### src/pkg/psra_defines.vh
// Constants for the paged shared RAM access unit
`ifndef PSRA_DEFINES_VH
`define PSRA_DEFINES_VH

// Window in the global address space
`define PSRA_WIN_LO 33'h0000FF400
`define PSRA_WIN_HI 33'h0000FFBFF
`define PSRA_LIM_WORD 33'h0000FFBFE
`define PSRA_LIM_DWORD 33'h0000FFBFC

// Page numbers
`define PSRA_PAGE_MAX 16'h00FF
`define PSRA_PAGE_RST 8'h00

// Operation codes
`define PSRA_OP_OPEN 4'h0
`define PSRA_OP_TAS 4'h1
`define PSRA_OP_LDB_B 4'h2
`define PSRA_OP_LDW_B 4'h3
`define PSRA_OP_LDD_B 4'h4
`define PSRA_OP_STB_B 4'h5
`define PSRA_OP_STW_B 4'h6
`define PSRA_OP_STD_B 4'h7
`define PSRA_OP_LDW_W 4'h8
`define PSRA_OP_LDD_W 4'h9
`define PSRA_OP_STW_W 4'hA
`define PSRA_OP_STD_W 4'hB

// Backplane access sizes
`define PSRA_SZ_BYTE 2'h0
`define PSRA_SZ_WORD 2'h1
`define PSRA_SZ_DWORD 2'h2

// Free occupancy byte
`define PSRA_FREE 8'h00

`endif

### src/rtl/psra_access.v
// Paged shared RAM access unit: page register, test-and-set, paged loads and transfers

`default_nettype none

`include "psra_defines.vh"

module psra_access (
  // Clock and reset
  input wire clk_sys,
  input wire reset,
  // Operation request from the instruction sequencer
  input wire op_valid,
  input wire [3:0] op_code,
  input wire [15:0] op_const,
  output wire op_ready,
  output reg op_done,
  // Processor state
  input wire [31:0] base_pointer_reg,
  input wire [31:0] accum_first,
  input wire [7:0] slot_id,
  output reg [31:0] accum_first_new,
  output reg [31:0] accum_second,
  output reg accum_write,
  output reg cond_code_low,
  output reg cond_code_high,
  output reg [7:0] page_reg,
  // Fault handling
  input wire subst_handler_loaded,
  input wire xfer_handler_loaded,
  output reg substitution_fault,
  output reg transfer_fault,
  output reg substitution_fault_handler,
  output reg transfer_fault_handler,
  output reg stop_mode,
  output reg interrupt_stack_record,
  output wire interrupt_block,
  // Backplane access port
  output reg bus_req,
  output reg bus_sel,
  output reg bus_we,
  output reg [1:0] bus_size,
  output reg [19:0] bus_addr,
  output reg [31:0] bus_wdata,
  input wire bus_ack,
  input wire bus_err,
  input wire [31:0] bus_rdata
);

  ////////////////////////////////////////////////////////////////////////////
  // States, one-hot

  localparam [3:0] ST_IDLE = 4'h1;
  localparam [3:0] ST_SEL = 4'h2;
  localparam [3:0] ST_ACC = 4'h4;
  localparam [3:0] ST_TSW = 4'h8;

  reg [3:0] state;
  reg [3:0] op_hold;
  reg [19:0] addr_hold;
  reg [31:0] acc_hold;
  reg [7:0] slot_hold;

  ////////////////////////////////////////////////////////////////////////////
  // Address and range decode

  wire [32:0] sum_addr;
  wire [32:0] ext_const;
  reg [32:0] lim;
  reg [1:0] size;
  reg is_store;
  reg is_load;
  wire in_range;
  wire page_bad;
  wire take;

  assign ext_const = {{17{op_const[15]}}, op_const};
  assign sum_addr = {1'b0, base_pointer_reg} + ext_const;

  always @* begin
    lim = `PSRA_WIN_HI;
    size = `PSRA_SZ_WORD;
    is_store = 1'b0;
    is_load = 1'b0;
    case (op_code)
      `PSRA_OP_LDB_B: begin
        size = `PSRA_SZ_BYTE;
        is_load = 1'b1;
      end
      `PSRA_OP_STB_B: begin
        size = `PSRA_SZ_BYTE;
        is_store = 1'b1;
      end
      `PSRA_OP_LDW_B: begin
        lim = `PSRA_LIM_WORD;
        is_load = 1'b1;
      end
      `PSRA_OP_STW_B: begin
        lim = `PSRA_LIM_WORD;
        is_store = 1'b1;
      end
      `PSRA_OP_LDD_B: begin
        lim = `PSRA_LIM_DWORD;
        size = `PSRA_SZ_DWORD;
        is_load = 1'b1;
      end
      `PSRA_OP_STD_B: begin
        lim = `PSRA_LIM_DWORD;
        size = `PSRA_SZ_DWORD;
        is_store = 1'b1;
      end
      `PSRA_OP_LDW_W: begin
        is_load = 1'b1;
      end
      `PSRA_OP_STW_W: begin
        is_store = 1'b1;
      end
      `PSRA_OP_LDD_W: begin
        lim = `PSRA_LIM_WORD;
        size = `PSRA_SZ_DWORD;
        is_load = 1'b1;
      end
      `PSRA_OP_STD_W: begin
        lim = `PSRA_LIM_WORD;
        size = `PSRA_SZ_DWORD;
        is_store = 1'b1;
      end
      default: begin
        lim = `PSRA_WIN_HI;
      end
    endcase
  end

  // Decided on the request cycle, before any bus cycle can start
  assign in_range = (sum_addr >= `PSRA_WIN_LO) && (sum_addr <= lim);
  assign page_bad = accum_first[15:0] > `PSRA_PAGE_MAX;
  assign op_ready = (state == ST_IDLE) && !stop_mode;
  assign take = op_valid && op_ready;

  // Interrupts held off for the whole select-plus-access sequence
  assign interrupt_block = (state != ST_IDLE);

  ////////////////////////////////////////////////////////////////////////////
  // Sequencer

  always @(posedge clk_sys or posedge reset) begin
    if (reset) begin
      state <= ST_IDLE;
      op_hold <= `PSRA_OP_OPEN;
      addr_hold <= 20'h00000;
      acc_hold <= 32'h00000000;
      slot_hold <= 8'h00;
      op_done <= 1'b0;
      accum_first_new <= 32'h00000000;
      accum_second <= 32'h00000000;
      accum_write <= 1'b0;
      cond_code_low <= 1'b0;
      cond_code_high <= 1'b0;
      page_reg <= `PSRA_PAGE_RST;
      substitution_fault <= 1'b0;
      transfer_fault <= 1'b0;
      substitution_fault_handler <= 1'b0;
      transfer_fault_handler <= 1'b0;
      stop_mode <= 1'b0;
      interrupt_stack_record <= 1'b0;
      bus_req <= 1'b0;
      bus_sel <= 1'b0;
      bus_we <= 1'b0;
      bus_size <= `PSRA_SZ_BYTE;
      bus_addr <= 20'h00000;
      bus_wdata <= 32'h00000000;
    end else begin
      op_done <= 1'b0;
      accum_write <= 1'b0;
      substitution_fault <= 1'b0;
      transfer_fault <= 1'b0;
      substitution_fault_handler <= 1'b0;
      transfer_fault_handler <= 1'b0;
      case (state)
        ST_IDLE: begin
          if (take) begin
            op_hold <= op_code;
            addr_hold <= sum_addr[19:0];
            acc_hold <= accum_first;
            slot_hold <= slot_id;
            if (op_code == `PSRA_OP_OPEN) begin
              op_done <= 1'b1;
              if (page_bad) begin
                substitution_fault <= 1'b1;
                substitution_fault_handler <= subst_handler_loaded;
                stop_mode <= !subst_handler_loaded;
              end else begin
                page_reg <= accum_first[7:0];
              end
            end else if (!in_range || op_code > `PSRA_OP_STD_W) begin
              // Nothing reaches the backplane on a fault
              op_done <= 1'b1;
              transfer_fault <= 1'b1;
              transfer_fault_handler <= xfer_handler_loaded;
              stop_mode <= !xfer_handler_loaded;
              interrupt_stack_record <= !xfer_handler_loaded;
            end else begin
              bus_req <= 1'b1;
              bus_sel <= 1'b1;
              bus_we <= 1'b1;
              bus_size <= `PSRA_SZ_BYTE;
              bus_addr <= 20'h00000;
              bus_wdata <= {24'h000000, page_reg};
              state <= ST_SEL;
            end
          end
        end
        ST_SEL: begin
          if (bus_ack) begin
            // Access follows the select write with no gap
            bus_sel <= 1'b0;
            bus_addr <= addr_hold;
            if (op_hold == `PSRA_OP_TAS) begin
              bus_we <= 1'b0;
              bus_size <= `PSRA_SZ_WORD;
              bus_wdata <= 32'h00000000;
            end else begin
              bus_we <= is_st(op_hold);
              bus_size <= size_of(op_hold);
              bus_wdata <= data_of(op_hold, acc_hold);
            end
            state <= ST_ACC;
          end
        end
        ST_ACC: begin
          if (bus_ack) begin
            if (bus_err) begin
              bus_req <= 1'b0;
              op_done <= 1'b1;
              transfer_fault <= 1'b1;
              transfer_fault_handler <= xfer_handler_loaded;
              stop_mode <= !xfer_handler_loaded;
              interrupt_stack_record <= !xfer_handler_loaded;
              state <= ST_IDLE;
            end else if (op_hold == `PSRA_OP_TAS) begin
              if (bus_rdata[7:0] == `PSRA_FREE) begin
                // Claim while the bus is still held
                bus_we <= 1'b1;
                bus_size <= `PSRA_SZ_BYTE;
                bus_wdata <= {24'h000000, slot_hold};
                cond_code_high <= 1'b0;
                cond_code_low <= 1'b0;
                state <= ST_TSW;
              end else begin
                bus_req <= 1'b0;
                op_done <= 1'b1;
                cond_code_high <= (bus_rdata[7:0] == slot_hold);
                cond_code_low <= (bus_rdata[7:0] != slot_hold);
                state <= ST_IDLE;
              end
            end else begin
              bus_req <= 1'b0;
              bus_we <= 1'b0;
              op_done <= 1'b1;
              if (!is_st(op_hold)) begin
                accum_write <= 1'b1;
                accum_second <= acc_hold;
                accum_first_new <= load_of(op_hold, bus_rdata);
              end
              state <= ST_IDLE;
            end
          end
        end
        ST_TSW: begin
          if (bus_ack) begin
            bus_req <= 1'b0;
            bus_we <= 1'b0;
            op_done <= 1'b1;
            if (bus_err) begin
              transfer_fault <= 1'b1;
              transfer_fault_handler <= xfer_handler_loaded;
              stop_mode <= !xfer_handler_loaded;
              interrupt_stack_record <= !xfer_handler_loaded;
            end
            state <= ST_IDLE;
          end
        end
        default: begin
          bus_req <= 1'b0;
          state <= ST_IDLE;
        end
      endcase
    end
  end

  ////////////////////////////////////////////////////////////////////////////
  // Per-operation helpers

  function is_st;
    input [3:0] op;
    begin
      is_st = (op == `PSRA_OP_STB_B) || (op == `PSRA_OP_STW_B) || (op == `PSRA_OP_STD_B) ||
        (op == `PSRA_OP_STW_W) || (op == `PSRA_OP_STD_W);
    end
  endfunction

  function [1:0] size_of;
    input [3:0] op;
    begin
      case (op)
        `PSRA_OP_LDB_B, `PSRA_OP_STB_B: size_of = `PSRA_SZ_BYTE;
        `PSRA_OP_LDD_B, `PSRA_OP_STD_B, `PSRA_OP_LDD_W, `PSRA_OP_STD_W: size_of = `PSRA_SZ_DWORD;
        default: size_of = `PSRA_SZ_WORD;
      endcase
    end
  endfunction

  // Unused lanes driven low so a module never sees stale upper bytes
  function [31:0] data_of;
    input [3:0] op;
    input [31:0] acc;
    begin
      case (size_of(op))
        `PSRA_SZ_BYTE: data_of = {24'h000000, acc[7:0]};
        `PSRA_SZ_WORD: data_of = {16'h0000, acc[15:0]};
        default: data_of = acc;
      endcase
    end
  endfunction

  function [31:0] load_of;
    input [3:0] op;
    input [31:0] rd;
    begin
      case (size_of(op))
        `PSRA_SZ_BYTE: load_of = {24'h000000, rd[7:0]};
        `PSRA_SZ_WORD: load_of = {16'h0000, rd[15:0]};
        default: load_of = rd;
      endcase
    end
  endfunction

  // Unused decode outputs kept for readability of the request-cycle check
  wire unused_ok;
  assign unused_ok = is_store | is_load | size[0];

endmodule

`default_nettype wire

### config.mk
export PLATFORM = sky130hd
export DESIGN_NAME = psra_access
export DESIGN_NICKNAME = d
export VERILOG_FILES = /design/src/rtl/psra_access.v
export VERILOG_INCLUDE_DIRS = /design/src /design/src/pkg
export SDC_FILE = /design/constraint.sdc
export NUM_CORES = 1
export LEC_CHECK = 0
export BUFFER_PORTS_ARGS = -buffer_cell sky130_fd_sc_hd__buf_4
export CORE_ASPECT_RATIO = 0.5
export CORE_MARGIN = 2
export CORE_UTILIZATION = 48
export CTS_CLUSTER_DIAMETER = 60
export CTS_CLUSTER_SIZE = 10
export DETAILED_ROUTE_END_ITERATION = 8
export PLACE_DENSITY = 0.84
export SYNTH_ARGS = -nofsm -noshare
export SYNTH_HDL_FRONTEND = slang
export SYNTH_SLANG_ARGS = --single-unit
### constraint.sdc
create_clock -name clk_sys -period 6.5 [get_ports clk_sys]
set_clock_uncertainty 0.2 [all_clocks]
set_input_delay 0.325 -clock clk_sys [delete_from_list [all_inputs] [get_ports clk_sys]]
set_output_delay 0.325 -clock clk_sys [all_outputs]
set_load 0.005 [all_outputs]
# Yosys cells after proc, flatten, opt, wreduce, memory -nomap -nowiden
# Cells that the tools add are included.
[word_totals]
output_inout_bits = 141
input_bits = 131
reg_bits = 207
word_cells = 219
[classes]
n_bitwise = 5
n_lt_le_gt_ge = 4
addsub = 1
n_reduce_logical = 36
n_mux = 109
eq_ne = 40
[ops]
columns = ["cell", "count"]
rows = [
  ["$mux 32", 9],
  ["$pmux 32 s2", 2],
  ["$pmux 32 s3", 1],
  ["$mux 20", 4],
  ["$mux 1", 54],
  ["$pmux 20 s2", 1],
  ["$mux 4", 9],
  ["$mux 2", 17],
  ["$add 32x33->33", 1],
  ["$ge 33x20->1 const B", 1],
  ["$le 33x33->1", 1],
  ["$eq 4x3->1 const B", 8],
  ["$eq 4x4->1 const B", 6],
  ["$ne 2x2->1 const B", 9],
  ["$reduce_and 6->1", 3],
  ["$reduce_and 9->1", 2],
  ["$gt 16x8->1 const B", 1],
  ["$pmux 4 s4", 1],
  ["$eq 4x2->1 const B", 3],
  ["$pmux 1 s2", 5],
  ["$reduce_and 5->1", 2],
  ["$eq 4x1->1 const B", 2],
  ["$eq 8x8->1", 1],
  ["$logic_not 8->1", 1],
  ["26 further kinds", 51],
]

# Longest topological paths before layout
# Gate-level depths: netlist (run 1).
[depth]
ltp_word = 12
ltp_mapped = 14
ltp_nobuf = 12

# Worst setup path after synthesis (run 1)
# OpenSTA, ideal clock, no wires.
[synth_timing]
path_kind = "input port to flip-flop"
startpoint = "in op_const[0]"
endpoint = "reg bus_wdata[14]"
slack_ps = 2578
cell_stages = 14
setup_time_ps = 122
arrival_ps = 3600
path_buffers = 2
required_ps = 6178
cell_sequence = "ha_1 fa_1 a211oi_1 o21ai_1 a221oi_1 o21ai_1 xnor2_1 a2111o_1 a211oi_2 nand4_2 or2_1 buf_6 buf_6 a32o_1"
[synth_via]
elab_chain_cells = 7
elab_cells_between_ends = 8
cone_classes = "add/sub: 1; order compare: 2; eq/ne: 1; reduce/logical: 4"
[synth_lines]
columns = ["element", "line_no", "source"]
rows = [
  ["start: declaration", "psra_access.v:14", "input wire [15:0] op_const,"],
  ["$add 32x33->33 (*)", "psra_access.v:77", "assign sum_addr = {1'b0, base_pointer_reg} + ext_const;"],
  ["$ge 33x20->1 (no line) or $le 33x33->1 (tied branches)", "n/a", ""],
  ["$logic_and 1x1->1 (*)", "psra_access.v:134", "assign in_range = (sum_addr >= `PSRA_WIN_LO) && (sum_addr <= lim);"],
  ["$logic_not 1->1 (*)", "psra_access.v:194", "end else if (!in_range || op_code > `PSRA_OP_STD_W) begin"],
  ["$logic_or 1x1->1 (no line) (*)", "n/a", ""],
  ["$ne 2x2->1 (no line) (*)", "n/a", ""],
  ["$reduce_and 9->1 (no line) (*)", "n/a", ""],
  ["end signal: assignment", "psra_access.v:207", "bus_wdata <= {24'h000000, page_reg};"],
  ["end signal: assignment", "psra_access.v:224", "bus_wdata <= data_of(op_hold, acc_hold);"],
  ["end signal: assignment", "psra_access.v:244", "bus_wdata <= {24'h000000, slot_hold};"],
  ["end: declaration", "psra_access.v:43", "output reg [31:0] bus_wdata,"],
]
# Every way passes the cells marked *; elsewhere a longest branch is shown, timed or not.
# A chain may end at the register's enable or synchronous reset.

# Worst setup path after layout (run 1)
[layout_timing]
startpoint = "in op_const[0]"
endpoint = "reg bus_addr[1]"
[layout_via]
elab_chain_cells = 7
elab_cells_between_ends = 8
cone_classes = "add/sub: 1; order compare: 2; eq/ne: 1; reduce/logical: 4"
[layout_lines]
columns = ["element", "line_no", "source"]
rows = [
  ["$add 32x33->33 (*)", "psra_access.v:77", ""],
  ["$ge 33x20->1 (no line) or $le 33x33->1 (tied branches)", "n/a", ""],
  ["$logic_and 1x1->1 (*)", "psra_access.v:134", ""],
  ["$logic_not 1->1 (*)", "psra_access.v:194", ""],
  ["$logic_or 1x1->1 (no line) (*)", "n/a", ""],
  ["$ne 2x2->1 (no line) (*)", "n/a", ""],
  ["$reduce_and 5->1 (no line) (*)", "n/a", ""],
  ["end signal: assignment", "psra_access.v:216", "bus_addr <= addr_hold;"],
  ["end: declaration", "psra_access.v:42", "output reg [19:0] bus_addr,"],
]
# Marked as above.

==> run_results.csv, run 1 <==
group,metric,value,unit
flow_run,maxCapViolations,0,
worst_setup_path,worstPathMaxFanout,21,
timing,max_slew_margin,0.127,
clocking,cts_tree,"built",
worst_setup_path,worstPathArrival,4.56,ns
die,placement_rows,38,
clocking,cts_made_buffers,24,
clocking,cts_setup_buffers,0,
timing,fin_crit,4.42,ns
detailed_routing,ant_nets,0,
detailed_routing,vias_per_cell,5.91,
power,p_leak,6.84,nW
global_routing,use_met3,0.0297,
placement,hpwl,21.8,mm
global_routing,antenna_found_initial,0,
timing,fmax,226,MHz
power,power.density,261,mW/mm^2
worst_setup_path,crit_buf_inv,1,
cells_and_area,final_design_area_no_fill,0.0142,sq mm
cells_and_area,diodes,0,
worst_setup_path,critical-path-top-delay-family,"compound AO/OA/AOI/OAI gates",
die,fp.dieH,109,um
placement,port-buffer-count,271,
worst_setup_path,crit_slowest_cell,"nor2_1",
cells_and_area,syn_to_final_growth,35.2,%
detailed_routing,wire_per_inst,19.5,um
timing,finalSetupTns,0,ns
cells_and_area,finalNetCount,1559,
clocking,clkTransAtPathRegs,0.06,ns
clocking,insertion_delay,0.51,ns
timing,setup_viol,0,
status,status,"completed",
timing,rsz0062_at_grt,"no",
logic_synthesis,ys_top_cells_by_area,"dfrtp_1 49%, nand2_1 8.1%, mux2_2 6.6%, o21ai_0 4.5%, ha_1 4.0%",
die,die_w,213,um
cells_and_area,fill_cells,1620,
worst_setup_path,cp_common_cell,"o21ai_1",
placement,place_congestion,0.919,
global_routing,grt-ovfl-total,0,
die,core,0.0216,sq mm
clocking,htreeDepth,1,
global_routing,grt_max_degree,128,
worst_setup_path,cp.required,6.64,ns
clocking,clock-sinks,207,
logic_synthesis,synth_cell_type_count,73,
logic_synthesis,synth-seq-cells,207,
worst_setup_path,worstSetupStartpointType,"input port",
cells_and_area,drive_gt1_frac,0.274,
timing,timing.final.hold_violations,0,
placement,dpl_cell_area,0.0128,sq mm
logic_synthesis,synth.most_common_cell,"nand2_1",
global_routing,gr-max-usage-layer,"met2",
timing,slew_viol_final,0,
timing,worst_pin_slew,1.31,ns
worst_setup_path,crit_path_end_kind,"register",
global_routing,grtUsageMet1,0.339,
die,boundaryPins,272,
timing,period_share,0.680,
worst_setup_path,critical_path.max_stage_delay,0.91,ns
detailed_routing,vias,10100,
logic_synthesis,syn-cell-area,0.0105,sq mm
logic_synthesis,synth_top_area_frac,0.490,
logic_synthesis,async_flop_share,1.00,
global_routing,grt_pass1_wl,51.4,mm
detailed_routing,drt_wl_total,33.2,mm
logic_synthesis,ys.flop_type,"dfrtp_1",
logic_synthesis,yosysWarnings,0,
power,ir_drop,0.208,mV
logic_synthesis,synth_cells,1071,
die,start_util,0.488,
logic_synthesis,syn_area_per_cell,9.83,sq um
worst_hold_path,min_path_type,"in2reg",
logic_synthesis,synth_edf_count,0,
worst_setup_path,worstSetupPathType,"in2reg",
detailed_routing,drcViolationCount,0,
clocking,root_buffer,"clkbuf_16",
worst_setup_path,cp_cell_sequence,"buf_4 > ha_1 > fa_1 > a211oi_1 > o21ai_1 > a221oi_1 > o21ai_1 > xnor2_1 > a2111o_1 > a211oi_2 > nand4_2 > nor2_1 > o21ai_0",
logic_synthesis,syn-num-nets,1237,
logic_synthesis,synthTopCellsByCount,"228 x nand2_1, 206 x dfrtp_1, 94 x o21ai_0",
global_routing,grt_pass1_vias,9901,
logic_synthesis,yosysSeqAreaShare,0.492,
global_routing,use_met2,0.494,
detailed_routing,drt-initial-drc-count,933,
global_routing,grt_util_all_layers,0.278,
logic_synthesis,yosys.area.top_type,"dfrtp_1",
detailed_routing,dr.pass1.iters,6,
clocking,cts.path.max_buffers,3,
die,die_area,0.0232,sq mm
report_power, final:
part	internal, mW	leakage [nW]	switching, mW	total, mW
clock network	0.693	0.323	0.497	1.19
registers	1.50	2.72	0.198	1.70
logic	0.409	3.80	0.416	0.824
total	2.61	6.84	1.11	3.72
worst reg2reg max path, cell delays in order (launching register included):
cell,delay [ns]
dfstp_2,0.53
nor2_1,0.22
nand3b_1,0.21
and2_0,0.34
o211ai_1,0.76
nand2_1,0.91
o21ai_1,0.76
a22oi_1,0.20
routing by layer:
layer	up-vias	share of wire
li1	4514	-
met1	4914	0.39
met2	493	0.50
met3	137	0.052
met4	0	0.056
met5	-	0
layout by cell type (no fill, tap or decap), types with 7 or more instances in the layout:
master         instances
a22oi_1               29
a222oi_1               8
nor4_1                 8
ha_1                  34
xnor2_1               16
o211ai_1               7
nand4_1               13
buf_4                277
clkbuf_1               9
nand2_1              227
dfrtp_1              206
mux2_2                62
a21o_1                10
nor2b_1                7
a32o_1                24
nor2_1                35
xor2_1                19
nor3_1                 8
inv_1                 12
dlygate4sd3_1         81
o21ai_0               94
clkbuf_16             25
a211oi_1               9
nand3_1               27
a21oi_1               57
cells by family after synthesis:
family	share of synthesized area
muxes	0.0663
and+or+nand+nor	0.158
AOI/OAI and AO/OA	0.181
DFF	0.492
adders and majority gates	0.0423
buffers and inverters	0.0296
xor gates and xnor gates	0.0312
area by class of cell:
cell class	instances	area, sq um	share of cell area
sequential	207	5180	0.364
clock buffer	34	659	0.0463
tap	300	375	0.0264
clock inverter	1	5.00	0.000351
timing repair buffer	358	2890	0.203
inverter	13	56.3	0.00395
multi-input combinational	789	5070	0.356
repair_timing:
action	in CTS	in global routing
hold endpoints to repair	219	0
hold buffers	81	0
gates resized for setup	0	0
metrics by stage:
| step | hold slack (ns) | worst slack, ns | utilization | cells | power (mW) |
|---|---|---|---|---|---|
| 3_5_place_dp | 0.264 | 1.59 | 0.591 | 1586 | 2.47 |
| 5_1_grt | 0.0920 | 1.68 | 0.660 | 1702 | 3.88 |
| 3_3_place_gp | 0.259 | 1.78 | 0.591 | 1586 | 2.42 |
| 2_1_floorplan | 0.212 | 0.324 | - | 1071 | 2.17 |
| 4_1_cts | 0.0284 | 2.09 | 0.660 | 1702 | 3.68 |
| 6_report | 0.0538 | 2.08 | 0.660 | 1702 | 3.72 |
final timing paths:
path,slack [ns],cells past startpoint,from,endpoint
max in group asynchronous,4.25,4,reset,bus_addr[5]
hold reg to reg,0.27,2,accum_second[21],accum_second[21]
setup / recovery,2.08,13,op_const[0],bus_addr[1]
hold / removal,0.05,4,bus_err,state[3]
setup reg to reg,2.20,7,state[0],bus_wdata[0]
min in group asynchronous,0.30,3,reset,accum_first_new[31]
Power figures use the tool's default switching activity.
==> run 2: changes to the inputs <==
--- a/config.mk
+++ b/config.mk
@@ -9,11 +9,11 @@
 export BUFFER_PORTS_ARGS = -buffer_cell sky130_fd_sc_hd__buf_4
 export CORE_ASPECT_RATIO = 0.5
 export CORE_MARGIN = 2
-export CORE_UTILIZATION = 48
+export CORE_UTILIZATION = 54
 export CTS_CLUSTER_DIAMETER = 60
 export CTS_CLUSTER_SIZE = 10
 export DETAILED_ROUTE_END_ITERATION = 8
-export PLACE_DENSITY = 0.84
+export PLACE_DENSITY = 0.89
 export SYNTH_ARGS = -nofsm -noshare
 export SYNTH_HDL_FRONTEND = slang
 export SYNTH_SLANG_ARGS = --single-unit
==> constraint.sdc (replaced) <==
create_clock -name clk_sys -period 4.5 [get_ports clk_sys]
set_clock_uncertainty 0.2 [all_clocks]
set_input_delay 0.225 -clock clk_sys [delete_from_list [all_inputs] [get_ports clk_sys]]
set_output_delay 0.225 -clock clk_sys [all_outputs]
set_load 0.005 [all_outputs]
==> run 2 against run 1 <==
Against the previous run: die area decreased by 11%; first-iteration DRC count increased by 8.9%; non-clock buffer count increased by 12; hold slack got worse by 0.034 ns; flip-flop and latch count unchanged; core utilization increased by 8.3 points; global-route usage increased by 4.7 points; critical path type unchanged; largest cell class unchanged.
==> run_results.csv, run 2 (same netlist as run 1, synthesis figures left out) <==
group,metric,value,unit
power,ir_drop,0.277,mV
timing,finalSetupTns,0,ns
worst_setup_path,cp_cell_sequence,"dlygate4sd3_1 > buf_4 > ha_1 > fa_1 > a211oi_2 > o21ai_1 > a22o_1 > a221oi_2 > o221ai_1 > xor2_1 > nor4_2 > nand4_2 > or2_1 > buf_4 > a32o_1",
worst_hold_path,hp-start,"op_const[0]",
placement,place_ws,0.125,ns
timing,max_slew_margin,0.209,
detailed_routing,wire_per_inst,20.7,um
timing,setup_viol,0,
worst_setup_path,cp_common_cell,"buf_4",
power,power.density,379,mW/mm^2
cells_and_area,syn_to_final_growth,35.9,%
die,die_area,0.0207,sq mm
clocking,insertion_delay,0.51,ns
timing,holdWs,0.0197,ns
global_routing,grt_pass1_vias,10400,
power,p_leak,6.90,nW
worst_setup_path,crit_path_end_kind,"register",
cells_and_area,utilization,0.742,
global_routing,grt_max_degree,208,
timing,worst_pin_slew,1.18,ns
power,p_sw_frac,0.305,
clocking,root_buffer,"clkbuf_16",
detailed_routing,vias_per_cell,6.18,
detailed_routing,vias,10400,
timing,period_share,0.982,
power,seqPwrFrac,0.455,
clocking,cts_made_buffers,24,
detailed_routing,dr.pass1.iters,7,
placement,port-buffer-count,271,
die,placement_rows,36,
clocking,clock-sinks,207,
worst_setup_path,worstPathArrival,4.60,ns
worst_setup_path,critical_path.max_stage_delay,0.54,ns
clocking,clkTransAtPathRegs,0.06,ns
cells_and_area,final_cell_mix,"283 x buf_4, 227 x nand2_1, 206 x dfrtp_1, 94 x o21ai_0, 86 x dlygate4sd3_1",
clocking,cts.path.max_buffers,3,
flow_run,maxCapViolations,0,
detailed_routing,drt-initial-drc-count,1016,
global_routing,antenna_found_initial,0,
die,boundaryPins,272,
cells_and_area,final_common_cell,"buf_4",
cells_and_area,finalNetCount,1571,
placement,hpwl,21.8,mm
worst_setup_path,crit_slowest_cell,"dlygate4sd3_1",
clocking,htreeDepth,1,
detailed_routing,drcViolationCount,0,
power,total_power,5.43,mW
worst_setup_path,worstSetupPathType,"in2reg",
cells_and_area,diodes,0,
die,die_w,201,um
clocking,cts_setup_buffers,0,
global_routing,grt_pass1_wl,53.8,mm
power,switching_power,1.66,mW
worst_setup_path,reg2reg_from,"state[0]",
die,core,0.0193,sq mm
detailed_routing,ant_nets,0,
detailed_routing,drt_wl_total,34.8,mm
power,p_int,3.77,mW
clocking,cts_tree,"built",
global_routing,grt_util_all_layers,0.325,
worst_setup_path,worstSetupStartpointType,"input port",
power,power_frac_comb,0.226,
worst_setup_path,startpoint,"base_pointer_reg[0]",
die,start_util,0.546,
power,clkPwrFrac,0.319,
global_routing,grt-ovfl-total,0,
cells_and_area,drive_gt1_frac,0.278,
worst_hold_path,min_path_type,"in2reg",
status,status,"completed",
placement,place_congestion,0.940,
timing,slew_viol_final,0,
timing,timing.final.ws_setup,0.0795,ns
timing,fin_crit,4.42,ns
timing,fmax,226,MHz
die,fp.dieH,103,um
timing,timing.final.hold_violations,0,
worst_setup_path,cp.required,4.68,ns
worst_setup_path,worstPathMaxFanout,38,
## run 2: final cells by class
| class | instances | area, sq um |
|---|---|---|
| multi-input cells | 789 | 5080 |
| inverters | 13 | 52.6 |
| clock inverters | 1 | 5.00 |
| repair buffers | 370 | 3010 |
| clock buffers | 34 | 659 |
| fillers | 1229 | 4970 |
| flip-flops and latches | 207 | 5180 |
| well taps | 266 | 333 |
## run 2: power by group through the flow
stage / Combinational, mW / Clock (mW) / Sequential, mW
floorplan: 0.775 / 0 / 2.36
global placement: 1.05 / 0 / 2.44
detailed placement: 1.10 / 0 / 2.47
CTS: 1.17 / 1.72 / 2.44
global route: 1.32 / 1.82 / 2.50
finish: 1.23 / 1.73 / 2.47
## run 2: per-stage QoR
step	cells	area, sq um
after global routing	1680	14300
after floorplan	1071	10500
final	1680	14300
after global placement	1558	12800
after CTS	1679	14300
after detailed placement	1558	12800
## run 2: path summary, 6_finish.rpt
check / to / depth (start not counted) / slack (ns)
max: bus_wdata[25] / 15 / 0.08
min: addr_hold[0] / 4 / 0.02
max reg2reg: page_reg[1] / 8 / 0.76
min reg2reg: accum_second[23] / 2 / 0.27
max in group asynchronous: bus_wdata[17] / 4 / 2.89
min in group asynchronous: accum_first_new[27] / 4 / 0.37
## run 2: timing repair
action | in CTS | in global routing
gates resized for setup | 0 | 3
endpoints found under the hold margin | 303 | 0
hold buffers | 86 | 0
endpoints found under the setup margin | 0 | 35
## run 2: critical path: cells and delay by family
kind / cells / cell delay, ns
buf+inv: 3 / 0.96
compound gates: 6 / 1.64
xor+xnor: 1 / 0.18
fa+ha+maj: 2 / 0.66
simple gates: 3 / 0.91
## run 2: layer usage
| layer | global-route usage | vias to the layer above | routed length [um] |
|---|---|---|---|
| met1 | 0.402 | 4989 | 13300 |
| met5 | 0 | - | 0 |
| li1 | - | 4535 | - |
| met4 | 0.188 | 0 | 2050 |
| met3 | 0.0484 | 187 | 2600 |
| met2 | 0.561 | 673 | 16900 |
